File: config.mk
export PLATFORM = sky130hd
export DESIGN_NAME = ksrd_scan_rows
export DESIGN_NICKNAME = d
export VERILOG_FILES = /design/src/hdl/ksrd_pkg.sv /design/src/hdl/ksrd_row_if.sv /design/src/hdl/ksrd_row_pins.sv /design/src/hdl/ksrd_scan_rows.sv
export VERILOG_INCLUDE_DIRS = /design/src /design/src/hdl
export SDC_FILE = /design/constraint.sdc
export NUM_CORES = 1
export LEC_CHECK = 0
export ABC_CLOCK_PERIOD_IN_PS = 2000
export BUFFER_PORTS_ARGS = -buffer_cell sky130_fd_sc_hd__clkbuf_2
export CAP_MARGIN = 0
export CORE_ASPECT_RATIO = 1.75
export CORE_MARGIN = 3
export CORE_UTILIZATION = 52
export CTS_BUF_LIST = sky130_fd_sc_hd__clkbuf_4
export DETAILED_ROUTE_END_ITERATION = 8
export MAX_ROUTING_LAYER = met4
export PLACE_DENSITY = 0.78
export SYNTH_ARGS = -nofsm -noshare
export SYNTH_HDL_FRONTEND = slang
export SYNTH_SLANG_ARGS = --single-unit
File: constraint.sdc
create_clock -name pclk -period 2 [get_ports pclk]
set_clock_uncertainty 0.2 [all_clocks]
set_input_delay 0.1 -clock pclk [delete_from_list [all_inputs] [get_ports pclk]]
set_output_delay 0.1 -clock pclk [all_outputs]
set_load 0.01 [all_outputs]
File: src/hdl/ksrd_defs.svh
// offsets, field positions, reset values and timing counts of the row driver
`ifndef KSRD_DEFS_SVH
`define KSRD_DEFS_SVH

// ----------------------------------------------------------------------
// register byte offsets
// ----------------------------------------------------------------------
`define KSRD_OFS_CTRL      12'h004
`define KSRD_OFS_EXT       12'h014
`define KSRD_OFS_STAT      12'h018
`define KSRD_OFS_ROWS      12'h01c

// ----------------------------------------------------------------------
// control, ext and status register fields and reset values
// ----------------------------------------------------------------------
`define KSRD_BIT_POL       7
`define KSRD_BIT_DIS       6
`define KSRD_BIT_ALL       5
`define KSRD_IDX_MSB       4
`define KSRD_IDX_LSB       0
`define KSRD_CTRL_RST      8'h40
`define KSRD_BIT_PREDRIVE  0
`define KSRD_EXT_RST       1'b0
`define KSRD_BIT_LOWPWR    0
`define KSRD_BIT_BUSY      1

// ----------------------------------------------------------------------
// row count and timing
// ----------------------------------------------------------------------
`define KSRD_NUM_ROWS      18
`define KSRD_CLK_NS        25
`define KSRD_PREDRIVE_NS   100
`define KSRD_PREDRIVE_CYC  ((`KSRD_PREDRIVE_NS + `KSRD_CLK_NS - 1) / `KSRD_CLK_NS)

`endif

File: src/hdl/ksrd_pkg.sv
// types shared by the row driver modules
package ksrd_pkg;

  // ----------------------------------------------------------------------
  // bus words
  // ----------------------------------------------------------------------
  typedef logic [11:0] ksrd_addr_t;
  typedef logic [31:0] ksrd_word_t;
  typedef logic [3:0]  ksrd_strb_t;

  // ----------------------------------------------------------------------
  // control register image, msb first
  // ----------------------------------------------------------------------
  typedef struct packed {
    logic       polarity;
    logic       disable_scan;
    logic       select_all;
    logic [4:0] index;
  } ksrd_ctrl_t;

endpackage

File: src/hdl/ksrd_row_if.sv
// row request and pin state between the register block and the pin stage
`timescale 1ns/10ps
interface ksrd_row_if #(
  parameter int unsigned N = 18
);
  logic [N-1:0] level;
  logic         enable;
  logic         predrive_en;
  logic [N-1:0] row_level;
  logic [N-1:0] row_oe;
  logic         predrive_busy;

  // register block drives the request, pin stage answers
  modport src  (output level, enable, predrive_en,
                input  row_level, row_oe, predrive_busy);
  modport pins (input  level, enable, predrive_en,
                output row_level, row_oe, predrive_busy);
endinterface

File: src/hdl/ksrd_row_pins.sv
// registered row pin stage with optional high predrive pulse
`timescale 1ns/10ps
`include "ksrd_defs.svh"
module ksrd_row_pins #(
  parameter int unsigned NUM_ROWS     = `KSRD_NUM_ROWS,
  parameter int unsigned PREDRIVE_CYC = `KSRD_PREDRIVE_CYC
) (
  // clock and reset
  input wire logic pclk,
  input wire logic presetn,
  // row request in, pin state out
  ksrd_row_if.pins rows
);
  import ksrd_pkg::*;

  localparam int unsigned CW = $clog2(PREDRIVE_CYC + 1);

  // ----------------------------------------------------------------------
  // parameter check
  // ----------------------------------------------------------------------
  if (PREDRIVE_CYC < 1) begin : g_bad_cyc
    $error("predrive count must be at least one cycle");
  end

  // ----------------------------------------------------------------------
  // enable history, used to predrive rows when scanning restarts
  // ----------------------------------------------------------------------
  logic                en_r;
  logic                en_nxt;
  logic [NUM_ROWS-1:0] busy_v;

  always_comb begin
    en_nxt = rows.enable;
  end

  always_ff @(posedge pclk or negedge presetn) begin
    if (!presetn) begin
      en_r <= 1'b0;
    end else begin
      en_r <= en_nxt;
    end
  end

  assign rows.predrive_busy = |busy_v;

  // ----------------------------------------------------------------------
  // one pin stage per row
  // ----------------------------------------------------------------------
  for (genvar i = 0; i < NUM_ROWS; i++) begin : g_row
    logic          lvl_r;
    logic          lvl_nxt;
    logic          oe_r;
    logic          oe_nxt;
    logic [CW-1:0] cnt_r;
    logic [CW-1:0] cnt_nxt;
    logic          start;

    // a row rising to high under predrive is pushed high, then released
    always_comb begin
      start   = rows.enable & rows.predrive_en & rows.level[i] & (~lvl_r | ~en_r);
      cnt_nxt = cnt_r;
      if (!rows.enable || !rows.predrive_en) begin
        cnt_nxt = '0;
      end else if (start) begin
        cnt_nxt = CW'(PREDRIVE_CYC);
      end else if (cnt_r != '0) begin
        cnt_nxt = cnt_r - 1'b1;
      end
      lvl_nxt = rows.level[i];
      // disabled scan turns every buffer off whatever the fields hold
      oe_nxt  = rows.enable &
                (~rows.predrive_en | ~rows.level[i] | start | (cnt_r > CW'(1)));
    end

    // pins change on the edge after the request changes
    always_ff @(posedge pclk or negedge presetn) begin
      if (!presetn) begin
        lvl_r <= 1'b1;
        oe_r  <= 1'b0;
        cnt_r <= '0;
      end else begin
        lvl_r <= lvl_nxt;
        oe_r  <= oe_nxt;
        cnt_r <= cnt_nxt;
      end
    end

    assign rows.row_level[i] = lvl_r;
    assign rows.row_oe[i]    = oe_r;
    assign busy_v[i]         = (cnt_r != '0);
  end

endmodule

File: src/hdl/ksrd_scan_rows.sv
// keyboard scan row driver: apb registers, row decode and pin stage
`timescale 1ns/10ps
`include "ksrd_defs.svh"
module ksrd_scan_rows #(
  parameter int unsigned NUM_ROWS     = `KSRD_NUM_ROWS,
  parameter int unsigned PREDRIVE_CYC = `KSRD_PREDRIVE_CYC
) (
  // clock and reset
  input  wire logic               pclk,
  input  wire logic               presetn,
  // apb slave
  input  wire logic               psel,
  input  wire logic               penable,
  input  wire logic               pwrite,
  input  wire ksrd_pkg::ksrd_addr_t paddr,
  input  wire ksrd_pkg::ksrd_word_t pwdata,
  input  wire ksrd_pkg::ksrd_strb_t pstrb,
  output wire ksrd_pkg::ksrd_word_t prdata,
  output wire logic               pready,
  output wire logic               pslverr,
  // row pins, open drain style: level plus buffer enable
  output wire logic [NUM_ROWS-1:0] scan_row_out,
  output wire logic [NUM_ROWS-1:0] scan_row_oe,
  // power management
  output wire logic               scan_low_power
);
  import ksrd_pkg::*;

  // ----------------------------------------------------------------------
  // parameter check: the index field reaches 32 rows at most
  // ----------------------------------------------------------------------
  if (NUM_ROWS < 1 || NUM_ROWS > 32) begin : g_bad_rows
    $error("row count must lie between 1 and 32");
  end

  // ----------------------------------------------------------------------
  // declarations
  // ----------------------------------------------------------------------
  ksrd_ctrl_t          ctrl_r;
  ksrd_ctrl_t          ctrl_nxt;
  logic                pre_r;
  logic                pre_nxt;
  ksrd_word_t          rdata_r;
  ksrd_word_t          rdata_nxt;
  ksrd_word_t          rd_word;
  logic                hit;
  logic                wr_acc;
  logic                rd_setup;
  logic                idx_in_range;
  logic [NUM_ROWS-1:0] level_v;

  ksrd_row_if #(.N(NUM_ROWS)) row_bus ();

  // ----------------------------------------------------------------------
  // apb decode
  // ----------------------------------------------------------------------
  // zero wait states: every access ends in its first access cycle
  always_comb begin
    hit = (paddr == `KSRD_OFS_CTRL) || (paddr == `KSRD_OFS_EXT) ||
          (paddr == `KSRD_OFS_STAT) || (paddr == `KSRD_OFS_ROWS);
  end

  assign wr_acc   = psel & penable & pwrite & hit;
  assign rd_setup = psel & ~penable & ~pwrite;
  assign pready   = 1'b1;
  assign pslverr  = psel & penable & ~hit; // unmapped: error, no effect

  // ----------------------------------------------------------------------
  // register writes
  // ----------------------------------------------------------------------
  // only byte lane 0 carries fields, so a write without it changes nothing
  always_comb begin
    ctrl_nxt = ctrl_r;
    pre_nxt  = pre_r;
    if (wr_acc && pstrb[0]) begin
      if (paddr == `KSRD_OFS_CTRL) begin
        ctrl_nxt.polarity     = pwdata[`KSRD_BIT_POL];
        ctrl_nxt.disable_scan = pwdata[`KSRD_BIT_DIS];
        ctrl_nxt.select_all   = pwdata[`KSRD_BIT_ALL];
        ctrl_nxt.index        = pwdata[`KSRD_IDX_MSB:`KSRD_IDX_LSB];
      end
      if (paddr == `KSRD_OFS_EXT) begin
        pre_nxt = pwdata[`KSRD_BIT_PREDRIVE];
      end
    end
  end

  // scan starts disabled after reset
  always_ff @(posedge pclk or negedge presetn) begin
    if (!presetn) begin
      ctrl_r <= ksrd_ctrl_t'(`KSRD_CTRL_RST);
      pre_r  <= `KSRD_EXT_RST;
    end else begin
      ctrl_r <= ctrl_nxt;
      pre_r  <= pre_nxt;
    end
  end

  // ----------------------------------------------------------------------
  // register reads
  // ----------------------------------------------------------------------
  always_comb begin
    rd_word = '0;
    unique case (paddr)
      `KSRD_OFS_CTRL: rd_word = ksrd_word_t'(ctrl_r);
      `KSRD_OFS_EXT:  rd_word = ksrd_word_t'(pre_r);
      `KSRD_OFS_STAT: begin
        rd_word[`KSRD_BIT_LOWPWR] = ctrl_r.disable_scan;
        rd_word[`KSRD_BIT_BUSY]   = row_bus.predrive_busy;
      end
      `KSRD_OFS_ROWS: rd_word = ksrd_word_t'(row_bus.row_level);
      default:        rd_word = '0;
    endcase
  end

  // read data caught in the setup cycle so prdata comes from a flop;
  // pin state read this way is one cycle older than the access edge
  always_comb begin
    rdata_nxt = rdata_r;
    if (rd_setup) begin
      rdata_nxt = rd_word;
    end
  end

  always_ff @(posedge pclk or negedge presetn) begin
    if (!presetn) begin
      rdata_r <= '0;
    end else begin
      rdata_r <= rdata_nxt;
    end
  end

  assign prdata = rdata_r;

  // ----------------------------------------------------------------------
  // row level decode
  // ----------------------------------------------------------------------
  assign idx_in_range = (32'(ctrl_r.index) < NUM_ROWS);

  for (genvar i = 0; i < NUM_ROWS; i++) begin : g_dec
    // polarity is the selected level; unselected rows take the other one
    always_comb begin
      if (ctrl_r.select_all) begin
        level_v[i] = ctrl_r.polarity;
      end else if (!idx_in_range) begin
        level_v[i] = ~ctrl_r.polarity;
      end else if (ctrl_r.index == 5'(i)) begin
        level_v[i] = ctrl_r.polarity;
      end else begin
        level_v[i] = ~ctrl_r.polarity;
      end
    end
  end

  assign row_bus.level       = level_v;
  assign row_bus.enable      = ~ctrl_r.disable_scan;
  assign row_bus.predrive_en = pre_r;

  // ----------------------------------------------------------------------
  // pin stage
  // ----------------------------------------------------------------------
  ksrd_row_pins #(
    .NUM_ROWS     (NUM_ROWS),
    .PREDRIVE_CYC (PREDRIVE_CYC)
  ) u_pins (
    .pclk    (pclk),
    .presetn (presetn),
    .rows    (row_bus.pins)
  );

  assign scan_row_out = row_bus.row_level;
  assign scan_row_oe  = row_bus.row_oe;

  // disabled block holds no sleep inhibit; the flag comes from a flop
  assign scan_low_power = ctrl_r.disable_scan;

endmodule

After elaboration in Yosys (flattened, before gate mapping)
Index checks and enable logic that the tools add are counted.
{"block": "totals", "ff_bits": 132, "in_bits": 53, "out_inout_bits": 71, "word_cells": 451}
{"block": "classes", "addsub": 18, "n_lt_le_gt_ge": 19, "eq_ne": 21, "mux": 110, "n_bitwise": 176, "n_reduce_logical": 46}
{"op": "3-bit two-way mux", "n": 54}
{"op": "3-bit nonzero test", "n": 36}
{"op": "1-bit OR", "n": 72}
{"op": "1-bit bitwise AND", "n": 61}
{"op": "3-bit by 1-bit greater-than comparator with 1-bit output, second input constant", "n": 18}
{"op": "1-bit two-way mux", "n": 54}
{"op": "3-bit by 1-bit subtractor with 3-bit output, second input constant", "n": 18}
{"op": "1-bit inverter", "n": 43}
{"op": "5-bit by 4-bit equality test with 1-bit output, second input constant", "n": 8}
{"op": "12-bit by 5-bit equality test with 1-bit output, second input constant", "n": 3}
{"op": "16-bit one-hot mux with 2 select lines", "n": 1}
{"op": "5-bit by 3-bit equality test with 1-bit output, second input constant", "n": 4}
{"op": "18-bit OR reduction", "n": 1}
{"op": "12-bit by 3-bit equality test with 1-bit output, second input constant", "n": 1}
{"op": "5-bit by 2-bit equality test with 1-bit output, second input constant", "n": 2}
{"op": "5-bit equality test, second input constant", "n": 2}
{"op": "2-bit one-hot mux with 4 select lines", "n": 1}
{"op": "5-bit by 1-bit equality test with 1-bit output, second input constant", "n": 1}
{"op": "5-bit zero test", "n": 1}
{"op": "5-bit < comparator, second input constant", "n": 1}
{"op": "1-bit logical OR", "n": 4}
{"op": "2-bit AND reduction", "n": 2}
{"op": "1-bit logical AND", "n": 1}
{"op": "1-bit zero test", "n": 1}

Logic depth before layout (Yosys ltp)
Gate-level depths: netlist of run 1.
{"block": "depth", "ltp_word": 9, "ltp_mapped": 7, "mapped_depth_nobuf": 7}

Modules after synthesis
From an unflattened synthesis of run 1, not the netlist that was laid out.
{"block": "unflattened", "hier_cells": 642, "hier_area_um2": 6784.0}
{"mod": "ksrd_row_pins", "n_inst": 1, "cells_each": 470, "area_per_inst_um2": 5084.9, "seq_area_each_um2": 2299.7}
{"mod": "ksrd_scan_rows", "n_inst": 1, "cells_each": 172, "area_per_inst_um2": 1699.1, "seq_area_each_um2": 676.9}

Least setup slack after synthesis of run 1
No wires, ideal clock.
{"block": "synth_timing", "kind": "flip-flop to flip-flop", "start": "register u_pins.g_row[16].cnt_r[0]", "end": "register rdata_r[1] (netlist: prdata[1])", "setup_time_ns": 0.129, "t_arrival_ns": 1.688, "t_required_ns": 1.671, "setup_slack_ns": -0.017, "path_stages_with_launch": 8, "n_path_buf": 0, "cell_sequence": "dfrtp_1 > inv_1 > ha_1 > nor2b_1 > nand4_1 > or4_1 > o21ai_0 > nand2_1"}
{"block": "synth_between", "elab_chain_len": 3}
{"item": "start, declared", "line": "ksrd_row_pins.sv:54", "source": "logic [CW-1:0] cnt_r;"}
{"item": "start signal, assigned", "line": "ksrd_row_pins.sv:84", "source": "cnt_r <= cnt_nxt;"}
{"item": "3-bit nonzero test", "line": "ksrd_row_pins.sv:90", "source": "assign busy_v[i] = (cnt_r != '0);"}
{"item": "18-bit OR reduction", "line": "ksrd_row_pins.sv:44", "source": "assign rows.predrive_busy = |busy_v;"}
{"item": "2-bit one-hot mux with 4 select lines", "line": "ksrd_scan_rows.sv:104", "source": "unique case (paddr)"}
{"item": "end signal, assigned", "line": "ksrd_scan_rows.sv:129", "source": "rdata_r <= rdata_nxt;"}
{"item": "end, declared", "line": "ksrd_scan_rows.sv:43", "source": "ksrd_word_t rdata_r;"}
No other way between the ends.
A chain may end at the register's enable or synchronous reset.

Worst setup path after layout of run 1
{"block": "layout_timing", "start": "register u_pins.g_row[9].cnt_r[0]", "end": "register rdata_r[1] (netlist: prdata[1])"}
{"block": "layout_between", "elab_chain_len": 3}
{"item": "start, declared", "line": "ksrd_row_pins.sv:54"}
{"item": "start signal, assigned", "line": "ksrd_row_pins.sv:84"}
{"item": "3-bit nonzero test", "line": "ksrd_row_pins.sv:90"}
{"item": "18-bit OR reduction", "line": "ksrd_row_pins.sv:44"}
{"item": "2-bit one-hot mux with 4 select lines", "line": "ksrd_scan_rows.sv:104"}
No other way between the ends.

==> qor.txt, run 1 <==
status = complete, but fails checks
failing checks = hold timing, setup timing
drt via density = 5.41
fin util = 0.670
Clock Path Buffers = 2
core footprint = 12500 um2
Sink Count = 118
fin cells = 984
FFs w/ async S/R, synth = 1.00
CTS H-Tree Depth = 4
Power per Cell Area = 548 nW/um2
# Max-Cap Violations = 0
Iteration-0 DRC Markers = 329
Final Cycle Share = 1.03
Initial Util = 0.535
most frequent cells in the layout = 95 x dfrtp_1, 93 x buf_4, 80 x clkbuf_2
NumNets Final = 907
most common cell after layout, fill and taps aside = dfrtp_1
Die X-Extent = 91.7 um
Finished Cell Area = 8380 um2
All-Layer GR Usage = 0.252
sequential element share of the synthesized area = 0.446
RSZ-0062 raised after global routing = true
achievable frequency = 485 MHz
Reg clk slew, reported paths = 0.11 ns
Fin Hold WS = -0.101 ns
Placed Area = 7520 um2
vias in the first global route = 5585
Hold Crit Class = input port to flip-flop
data arrival time of the critical path = 2.29 ns
first-pass detailed-route iteration total = 5
Startpoint Class = flip-flop
Synth Instances = 638
layout cells sized above 1 = 0.378
hold-fix buffers at CTS = 27
Layout area overhead = 25.4%
Synth Register Bits = 118
GRT Residual Overflow = 0
Post-Syn Area per Cell = 10.5 um2
Leakage = 3.96 nW
Top Ports = 124
DP HPWL = 12.4 mm
initial antenna violation count = 1
Max IR drop VDD = 0.393 mV
placed insts = 910
crit path capture type = flip-flop
largest net degree at the start of global routing = 57
Synth warnings = 0
Post-Syn Area = 6680 um2
dpl ws = -0.0313 ns
first-pass GRT wire length = 27.1 mm
ys flop type = dfrtp_1
residual DRC count = 0
Tmin final = 2.06 ns
CTS tree = done
slew margin rel. = 0.325
worst-path cell chain = inv_2, ha_4, nor2b_4, buf_4, nand4_1, or4_1, o21ai_1, nand2_1
count of final hold-check violations = 1
Critical Path RT = 2.23 ns
final antenna-violating net count = 0
final WL = 17.7 mm
Root Buffer = clkbuf_4
# rows = 54
synth unique cells = 51
drt wl/cell = 18.0 um
full die area = 14300 um2
min setup slack post-route = -0.0602 ns
crit path kind = flip-flop to flip-flop
Post-synth EDFFs = 0
DR vias = 5328
clk_lat worst skew = 0.54 ns
Max Slew Vio Count = 0
GP Congestion = 0.881
crit path max fanout = 2
Worst-Margin Slew = 1.01 ns
cts bufs inserted = 17
slowest cell on the critical path = or4_1
largest stage delay on the critical path = 0.53 ns
number of port buffers = 81
final setup fails = 5
Die Y-Extent = 156 um
-- area by class of cell --
class                      instances  area, um2
fill                             913       4120
multi-input combinational        421       3250
sequential                       118       2980
timing repair buffer             204       1440
clock inverter                    15        210
tap                              168        210
inverter                          40        150
clock buffer                      17        128
antenna                            1       2.50
-- timing repair --
item	CTS	global route
hold endpoints to repair	134	1
setup buffers	2	12
resized for setup	6	37
pin swaps	2	9
setup endpoints to repair	9	50
-- through the flow --
step	hold slack [ns]	TNS [ns]	power, mW
after global routing	-0.0845	-0.701	4.74
after detailed placement	-0.149	-0.0975	2.57
after CTS	-0.130	-0.00941	4.61
final	-0.101	-0.236	4.59
after floorplan	-0.396	0	2.49
after global placement	-0.152	-0.00270	2.56
-- cells by family (layout without fill, tap and decap cells) --
logic type,count (synthesis),after routing,synth area share
compound gates,128,128,0.127
xor+xnor,36,36,0.0494
fa+ha+maj,52,52,0.0974
buf+inv,112,276,0.0966
flops,118,118,0.446
mux,28,28,0.0468
other cells,2,16,0.00112
simple gates,162,162,0.136
-- worst max-delay path: cells and delay by family (launching register included) --
| family | cells | cell delay [ns] |
|---|---|---|
| AO/OA/AOI/OAI | 1 | 0.14 |
| adder cells (fa/ha/maj) | 1 | 0.14 |
| buffers and inverters | 2 | 0.22 |
| flip-flops | 1 | 0.43 |
| AND/OR/NAND/NOR | 4 | 0.82 |
-- worst paths after layout --
kind / end / startpoint / cells past startpoint / slack, ns
max: prdata[1] / u_pins.g_row[9].cnt_r[0] / 8 / -0.06
min: prdata[0] / paddr[2] / 4 / -0.10
max reg2reg: prdata[1] / u_pins.g_row[9].cnt_r[0] / 8 / -0.06
min reg2reg: prdata[5] / prdata[5] / 2 / 0.28
max in group asynchronous: u_pins.g_row[0].cnt_r[2] / presetn / 3 / 0.37
min in group asynchronous: u_pins.g_row[7].cnt_r[0] / presetn / 4 / 0.60
-- sequential cells by signal (all words and copies together), names as in the netlist --
register            count
ctrl_r                  7
u_pins.en_r             1
prdata                 18
pre_r                   1
u_pins.g_row.cnt_r     54
scan_low_power          1
u_pins.g_row.lvl_r     18
u_pins.g_row.oe_r      18
-- synth_stat cells, drive strengths merged, types with 17 or more instances --
library cell	instances	area [um2]
inv	40	150
a21boi	18	169
a21oi	65	333
nor2	42	160
dfstp	19	499
nor2b	22	145
dfrtp	99	2480
nor4b	17	149
xnor2	18	158
ha	52	651
mux2	26	293
xor2	18	173
nand2	23	88.8
nor3	40	211
o21a	17	128
buf	60	450
-- report_power, final --
group / switching, mW / internal (mW) / leakage, nW
clock: 0.946 / 1.10 / 0.166
combinational: 0.103 / 0.0562 / 2.32
sequential: 0.00140 / 2.39 / 1.48
-- routing by layer --
layer | wire [um] | GRT usage | vias up
li1 | - | - | 2457
met1 | 6330 | 0.253 | 2603
met2 | 9430 | 0.437 | 193
met3 | 935 | 0.0526 | 75
met4 | 998 | 0.164 | 0
met5 | 0 | - | -
No activity file was read; power rests on OpenSTA's default activity.
==> run 2, diff against run 1 <==
--- a/config.mk
+++ b/config.mk
@@ -15,7 +15,7 @@
 export CTS_BUF_LIST = sky130_fd_sc_hd__clkbuf_4
 export DETAILED_ROUTE_END_ITERATION = 8
 export MAX_ROUTING_LAYER = met4
-export PLACE_DENSITY = 0.78
+export PLACE_DENSITY_LB_ADDON = 0.12
 export SYNTH_ARGS = -nofsm -noshare
 export SYNTH_HDL_FRONTEND = slang
 export SYNTH_SLANG_ARGS = --single-unit
==> qor.txt, run 2 (same netlist as run 1, synthesis figures left out) <==
achievable frequency = 497 MHz (was 485 MHz)
final setup fails = 1 (was 5)
layout cells sized above 1 = 0.358 (was 0.378)
Die Y-Extent = 156 um (unchanged)
crit path kind = flip-flop to flip-flop (unchanged)
clk_lat worst skew = 0.53 ns (was 0.54 ns)
residual DRC count = 0 (unchanged)
worst-path cell chain = inv_2, ha_2, nor2b_4, nand4_1, or4_4, o21ai_1, nand2_1 (was inv_2, ha_4, nor2b_4, buf_4, nand4_1, or4_1, o21ai_1, nand2_1)
logic gate share of total power = 0.034 (was 0.035)
Power per Cell Area = 530 nW/um2 (was 548 nW/um2)
first-pass detailed-route iteration total = 5 (unchanged)
Top reg by flops = u_pins.g_row.cnt_r (unchanged)
CTS tree = done (unchanged)
NumNets Final = 897 (was 907)
slowest cell on the critical path = or4_4 (was or4_1)
Leakage = 3.90 nW (was 3.96 nW)
final antenna-violating net count = 0 (unchanged)
cts bufs inserted = 17 (unchanged)
Sink Count = 118 (unchanged)
RSZ-0062 raised after global routing = true (unchanged)
crit path capture type = flip-flop (unchanged)
Critical Path RT = 2.21 ns (was 2.23 ns)
DP HPWL = 11.6 mm (was 12.4 mm)
final WL = 16.3 mm (was 17.7 mm)
most frequent cells in the layout = 95 x dfrtp_1, 88 x buf_4, 80 x clkbuf_2 (was 95 x dfrtp_1, 93 x buf_4, 80 x clkbuf_2)
Crit path buffers/inverters = 1 (was 2)
min setup slack post-route = -0.0133 ns (was -0.0602 ns)
Placed Area = 7530 um2 (was 7520 um2)
Int Power = 3.34 mW (was 3.54 mW)
Finished Cell Area = 8170 um2 (was 8380 um2)
Top Ports = 124 (unchanged)
met3 global-route usage = 0.0410 (was 0.0526)
first-pass GRT wire length = 26.5 mm (was 27.1 mm)
largest stage delay on the critical path = 0.52 ns (was 0.53 ns)
GRT Residual Overflow = 0 (unchanged)
Clock Path Buffers = 2 (unchanged)
core footprint = 12500 um2 (unchanged)
Iteration-0 DRC Markers = 281 (was 329)
GR Util met1 = 0.264 (was 0.253)
Initial Util = 0.535 (unchanged)
DR vias = 5082 (was 5328)
total design power = 4.33 mW (was 4.59 mW)
vias in the first global route = 5297 (was 5585)
max reg flops = 54 (unchanged)
Switch Pwr = 0.986 mW (was 1.05 mW)
number of port buffers = 81 (unchanged)
full die area = 14300 um2 (unchanged)
GP Congestion = 0.880 (was 0.881)
critical path's top delay family = simple AND/OR/NAND/NOR gates (unchanged)
Layout area overhead = 22.3% (was 25.4%)
initial antenna violation count = 1 (unchanged)
# rows = 54 (unchanged)
GR peak layer = met2 (unchanged)
drt wl/cell = 16.7 um (was 18.0 um)
largest net degree at the start of global routing = 119 (was 57)
fin util = 0.654 (was 0.670)
Seq pwr share = 0.552 (was 0.520)
Die X-Extent = 91.7 um (unchanged)
count of final hold-check violations = 0 (was 1)
status = complete, but fails checks (unchanged)
Hold Crit Class = input port to asynchronous set/reset pin (was input port to flip-flop)
Startpoint Class = flip-flop (unchanged)
r2r setup slk = -0.01 ns (was -0.06 ns)
Max Slew Vio Count = 0 (unchanged)
CTS H-Tree Depth = 4 (unchanged)
failing checks = setup timing (was hold timing, setup timing)
GR Util met2 = 0.442 (was 0.437)
switching share of power = 0.228 (was 0.229)
Root Buffer = clkbuf_4 (unchanged)
Final Cycle Share = 1.01 (was 1.03)
Tmin final = 2.01 ns (was 2.06 ns)
drt via density = 5.22 (was 5.41)
most common cell after layout, fill and taps aside = dfrtp_1 (unchanged)
data arrival time of the critical path = 2.23 ns (was 2.29 ns)
crit path max fanout = 2 (unchanged)
Max IR drop VDD = 0.381 mV (was 0.393 mV)
slew margin rel. = 0.588 (was 0.325)
Clk pwr share = 0.414 (was 0.445)
Reg clk slew, reported paths = 0.10 ns (was 0.11 ns)
All-Layer GR Usage = 0.244 (was 0.252)
Worst-Margin Slew = 0.618 ns (was 1.01 ns)
# Max-Cap Violations = 0 (unchanged)
[run 2: cell type report]
type | instances | area, um2
Clock buffer | 21 | 158
Fill cell | 1042 | 4330
Antenna cell | 1 | 2.50
Inverter | 40 | 150
Tap cell | 168 | 210
Sequential cell | 118 | 2980
Clock inverter | 11 | 133
Multi-Input combinational cell | 421 | 3200
Timing Repair Buffer | 194 | 1330
[run 2: worst min-delay path, cell delays in order]
cell	delay, ns
dlygate4sd3_1	0.53
buf_4	0.11
buf_12	0.47
[run 2: repair_timing]
action                                 CTS  global route
cloned                                   0             0
pin swaps                                1             1
hold buffers                            24             1
setup endpoints to repair                3            35
resized for setup                       11            18
endpoints found under the hold margin  131             1
buffers inserted                         1             0
[run 2: power groups by stage]
stage	sequential (mW)	clock (mW)	combinational, mW
2_1_floorplan	2.43	0	0.0549
3_3_place_gp	2.43	0	0.126
3_5_place_dp	2.43	0	0.127
4_1_cts	2.39	1.85	0.148
5_1_grt	2.39	1.95	0.165
6_report	2.39	1.79	0.147
[run 2: per-stage QoR]
step           setup TNS, ns  cells  setup slack (ns)  hold slack [ns]
6_report             -0.0133    974           -0.0133        0.0000820
5_1_grt               -0.337    974            -0.122          0.00874
4_1_cts             -0.00405    972          -0.00405          -0.0787
3_5_place_dp         -0.0882    915           -0.0882           0.0476
3_3_place_gp         -0.0447    915           -0.0447           0.0431
2_1_floorplan              0    651          0.000993           -0.396
[run 2: worst paths after layout]
kind,cells after the start,start,endpoint
hold / removal,3,presetn,u_pins.g_row[15].cnt_r[2]
hold reg to reg,2,prdata[5],prdata[5]
setup reg to reg,7,u_pins.g_row[1].cnt_r[0],prdata[1]
min in group pclk,4,paddr[2],prdata[0]
setup / recovery,7,u_pins.g_row[1].cnt_r[0],prdata[1]
max in group asynchronous,3,presetn,u_pins.g_row[8].cnt_r[0]
[run 2: metal layers]
layer / up-vias / share of wire
met3: 28 / 0.042
met5: - / 0
met1: 2485 / 0.37
li1: 2445 / -
met4: 0 / 0.028
met2: 124 / 0.56
==> run 3, diff against run 2 <==
--- a/config.mk
+++ b/config.mk
@@ -12,7 +12,7 @@
 export CORE_ASPECT_RATIO = 1.75
 export CORE_MARGIN = 3
 export CORE_UTILIZATION = 52
-export CTS_BUF_LIST = sky130_fd_sc_hd__clkbuf_4
+export CTS_BUF_LIST = sky130_fd_sc_hd__clkbuf_4 sky130_fd_sc_hd__clkbuf_8
 export DETAILED_ROUTE_END_ITERATION = 8
 export MAX_ROUTING_LAYER = met4
 export PLACE_DENSITY_LB_ADDON = 0.12
==> qor.txt, run 3 (same netlist as run 1, synthesis figures left out) <==
r2r setup slk = 0.03 ns (was -0.01 ns)
Initial Util = 0.535 (unchanged)
fin cells = 972 (was 974)
NumNets Final = 896 (was 897)
placed insts = 915 (unchanged)
Tmin final = 1.97 ns (was 2.01 ns)
Reg clk slew, reported paths = 0.07 ns (was 0.10 ns)
cts bufs inserted = 17 (unchanged)
Top Ports = 124 (unchanged)
final setup fails = 0 (was 1)
DR vias = 5071 (was 5082)
total design power = 4.87 mW (was 4.33 mW)
count of final hold-check violations = 0 (unchanged)
Final Cycle Share = 0.985 (was 1.01)
Max Slew Vio Count = 0 (unchanged)
Top reg by flops = u_pins.g_row.cnt_r (unchanged)
initial antenna violation count = 0 (was 1)
Iteration-0 DRC Markers = 255 (was 281)
Die Y-Extent = 156 um (unchanged)
Sink Count = 118 (unchanged)
clk_lat worst skew = 0.44 ns (was 0.53 ns)
All-Layer GR Usage = 0.244 (about the same)
crit path kind = flip-flop to flip-flop (unchanged)
Critical Path RT = 2.11 ns (was 2.21 ns)
DP HPWL = 11.6 mm (unchanged)
RSZ-0062 raised after global routing = true (unchanged)
Power per Cell Area = 580 nW/um2 (was 530 nW/um2)
status = finished, final reports clean (was complete, but fails checks)
achievable frequency = 508 MHz (was 497 MHz)
GP Congestion = 0.880 (unchanged)
max reg flops = 54 (unchanged)
number of port buffers = 81 (unchanged)
Critical R2R Launch = u_pins.g_row[17].cnt_r[0] (was u_pins.g_row[1].cnt_r[0])
first-pass detailed-route iteration total = 4 (was 5)
multi-input logic area = 3330 um2 (was 3200 um2)
residual DRC count = 0 (unchanged)
WHS Path Cells = 4
r2r endpoint = prdata[1] (unchanged)
data arrival time of the critical path = 2.08 ns (was 2.23 ns)
Root Buffer = clkbuf_8 (was clkbuf_4)
Sequential Area = 2980 um2 (about the same)
TNS Setup = 0 ns (was -0.0133 ns)
layout cells sized above 1 = 0.413 (was 0.358)
WHS Endpoint = prdata[0]
Die X-Extent = 91.7 um (unchanged)
CTS tree = done (unchanged)
crit path max fanout = 2 (unchanged)
GR peak layer = met2 (unchanged)
full die area = 14300 um2 (unchanged)
first-pass GRT wire length = 26.4 mm (was 26.5 mm)
final WL = 16.3 mm (about the same)
GRT Residual Overflow = 0 (unchanged)
diodes inserted = 0 (was 1)
drt via density = 5.22 (about the same)
Clock Path Buffers = 2 (unchanged)
GR Util met2 = 0.430 (was 0.442)
core footprint = 12500 um2 (unchanged)
Worst-Margin Slew = 0.638 ns (was 0.618 ns)
GR Util met1 = 0.264 (about the same)
Leakage = 4.01 nW (was 3.90 nW)
Layout area overhead = 25.6% (was 22.3%)
largest net degree at the start of global routing = 119 (unchanged)
CTS H-Tree Depth = 4 (unchanged)
drt wl/cell = 16.8 um (was 16.7 um)
Startpoint Class = flip-flop (unchanged)
crit path capture type = flip-flop (unchanged)
final antenna-violating net count = 0 (unchanged)
worst r2r path cells = 7 (unchanged)
most common cell after layout, fill and taps aside = buf_4 (was dfrtp_1)
Finished Cell Area = 8390 um2 (was 8170 um2)
vias in the first global route = 5261 (was 5297)
# Max-Cap Violations = 0 (unchanged)
Hold Crit Class = input port to flip-flop (was input port to asynchronous set/reset pin)
met3 global-route usage = 0.0439 (was 0.0410)
slew margin rel. = 0.575 (was 0.588)
# rows = 54 (unchanged)
Max IR drop VDD = 0.444 mV (was 0.381 mV)
Placed Area = 7530 um2 (unchanged)
most frequent cells in the layout = 98 x buf_4, 97 x dfrtp_1, 80 x clkbuf_2 (was 95 x dfrtp_1, 88 x buf_4, 80 x clkbuf_2)
Hold Path Origin = paddr[2]
Fillers = 1009 (was 1042)
==> run 3: cell types whose count changed in the layout (fill, tap and decap cells not counted), moves of 3 or more <==
cell / change
clkbuf_4: -17
ha_4: +6
buf_4: +10
nor2b_1: -3
nor2b_4: +5
ha_1: -10
ha_2: +4
inv_2: +17
clkinv_1: -3
dlygate4sd3_1: -11
inv_1: -17
clkbuf_8: +20
==> run 3: routing by layer <==
layer  vias up  part of all wire
met3        35             0.034
met2       116              0.55
met5         -                 0
met1      2486              0.38
met4         0             0.032
li1       2434                 -
==> run 3: final cells by class <==
cell class | count | area share
Clock inverter | 8 | 0.0145
Clock buffer | 24 | 0.0364
Multi-Input combinational cell | 421 | 0.397
Tap cell | 168 | 0.0251
Inverter | 40 | 0.0179
Sequential cell | 118 | 0.355
Timing Repair Buffer | 193 | 0.154
==> run 3: where the power goes <==
group	leakage (nW)	total [mW]	internal [mW]	switching (mW)
Sequential	1.48	2.39	2.39	0.00130
Clock	0.221	2.33	1.38	0.948
Combinational	2.31	0.143	0.0472	0.0954
Total	4.01	4.87	3.82	1.04
==> run 3: worst max-delay path by stage <==
stage                         startpoint         to  slack [ns]  cells after the start
6_report       u_pins.g_row[17].cnt_r[0]  prdata[1]        0.03                      7
5_1_grt         u_pins.g_row[9].cnt_r[1]  prdata[1]       -0.04                      7
3_3_place_gp   u_pins.g_row[16].cnt_r[0]  prdata[1]       -0.04                      7
3_5_place_dp   u_pins.g_row[16].cnt_r[0]  prdata[1]       -0.09                      7
2_1_floorplan   u_pins.g_row[8].cnt_r[0]  prdata[1]       0.001                      7
4_1_cts         u_pins.g_row[6].cnt_r[1]  prdata[1]       0.003                      7
==> run 3: through the flow <==
| step | hold slack (ns) | utilization | setup WS (ns) |
|---|---|---|---|
| after floorplan | -0.396 | - | 0.000993 |
| after global placement | 0.0431 | 0.603 | -0.0447 |
| after detailed placement | 0.0476 | 0.603 | -0.0882 |
| after CTS | 0.0314 | 0.650 | 0.00311 |
| after global routing | 0.0581 | 0.671 | -0.0369 |
| final | 0.0491 | 0.671 | 0.0304 |
==> run 3: worst max-delay path: stages (launching register included) <==
cell and delay [ns]:
dfrtp_1 0.40, inv_2 0.09, ha_4 0.13, nor2b_4 0.18, nand4_1 0.13, or4_4 0.53, o21ai_2 0.14, nand2_1 0.06
==> run 3: repair_timing <==
action	in CTS	in global routing
hold buffers	14	0
pin swaps	1	8
gates resized for setup	8	62
setup buffers	1	11
setup endpoints to repair	1	34
endpoints found under the hold margin	129	0
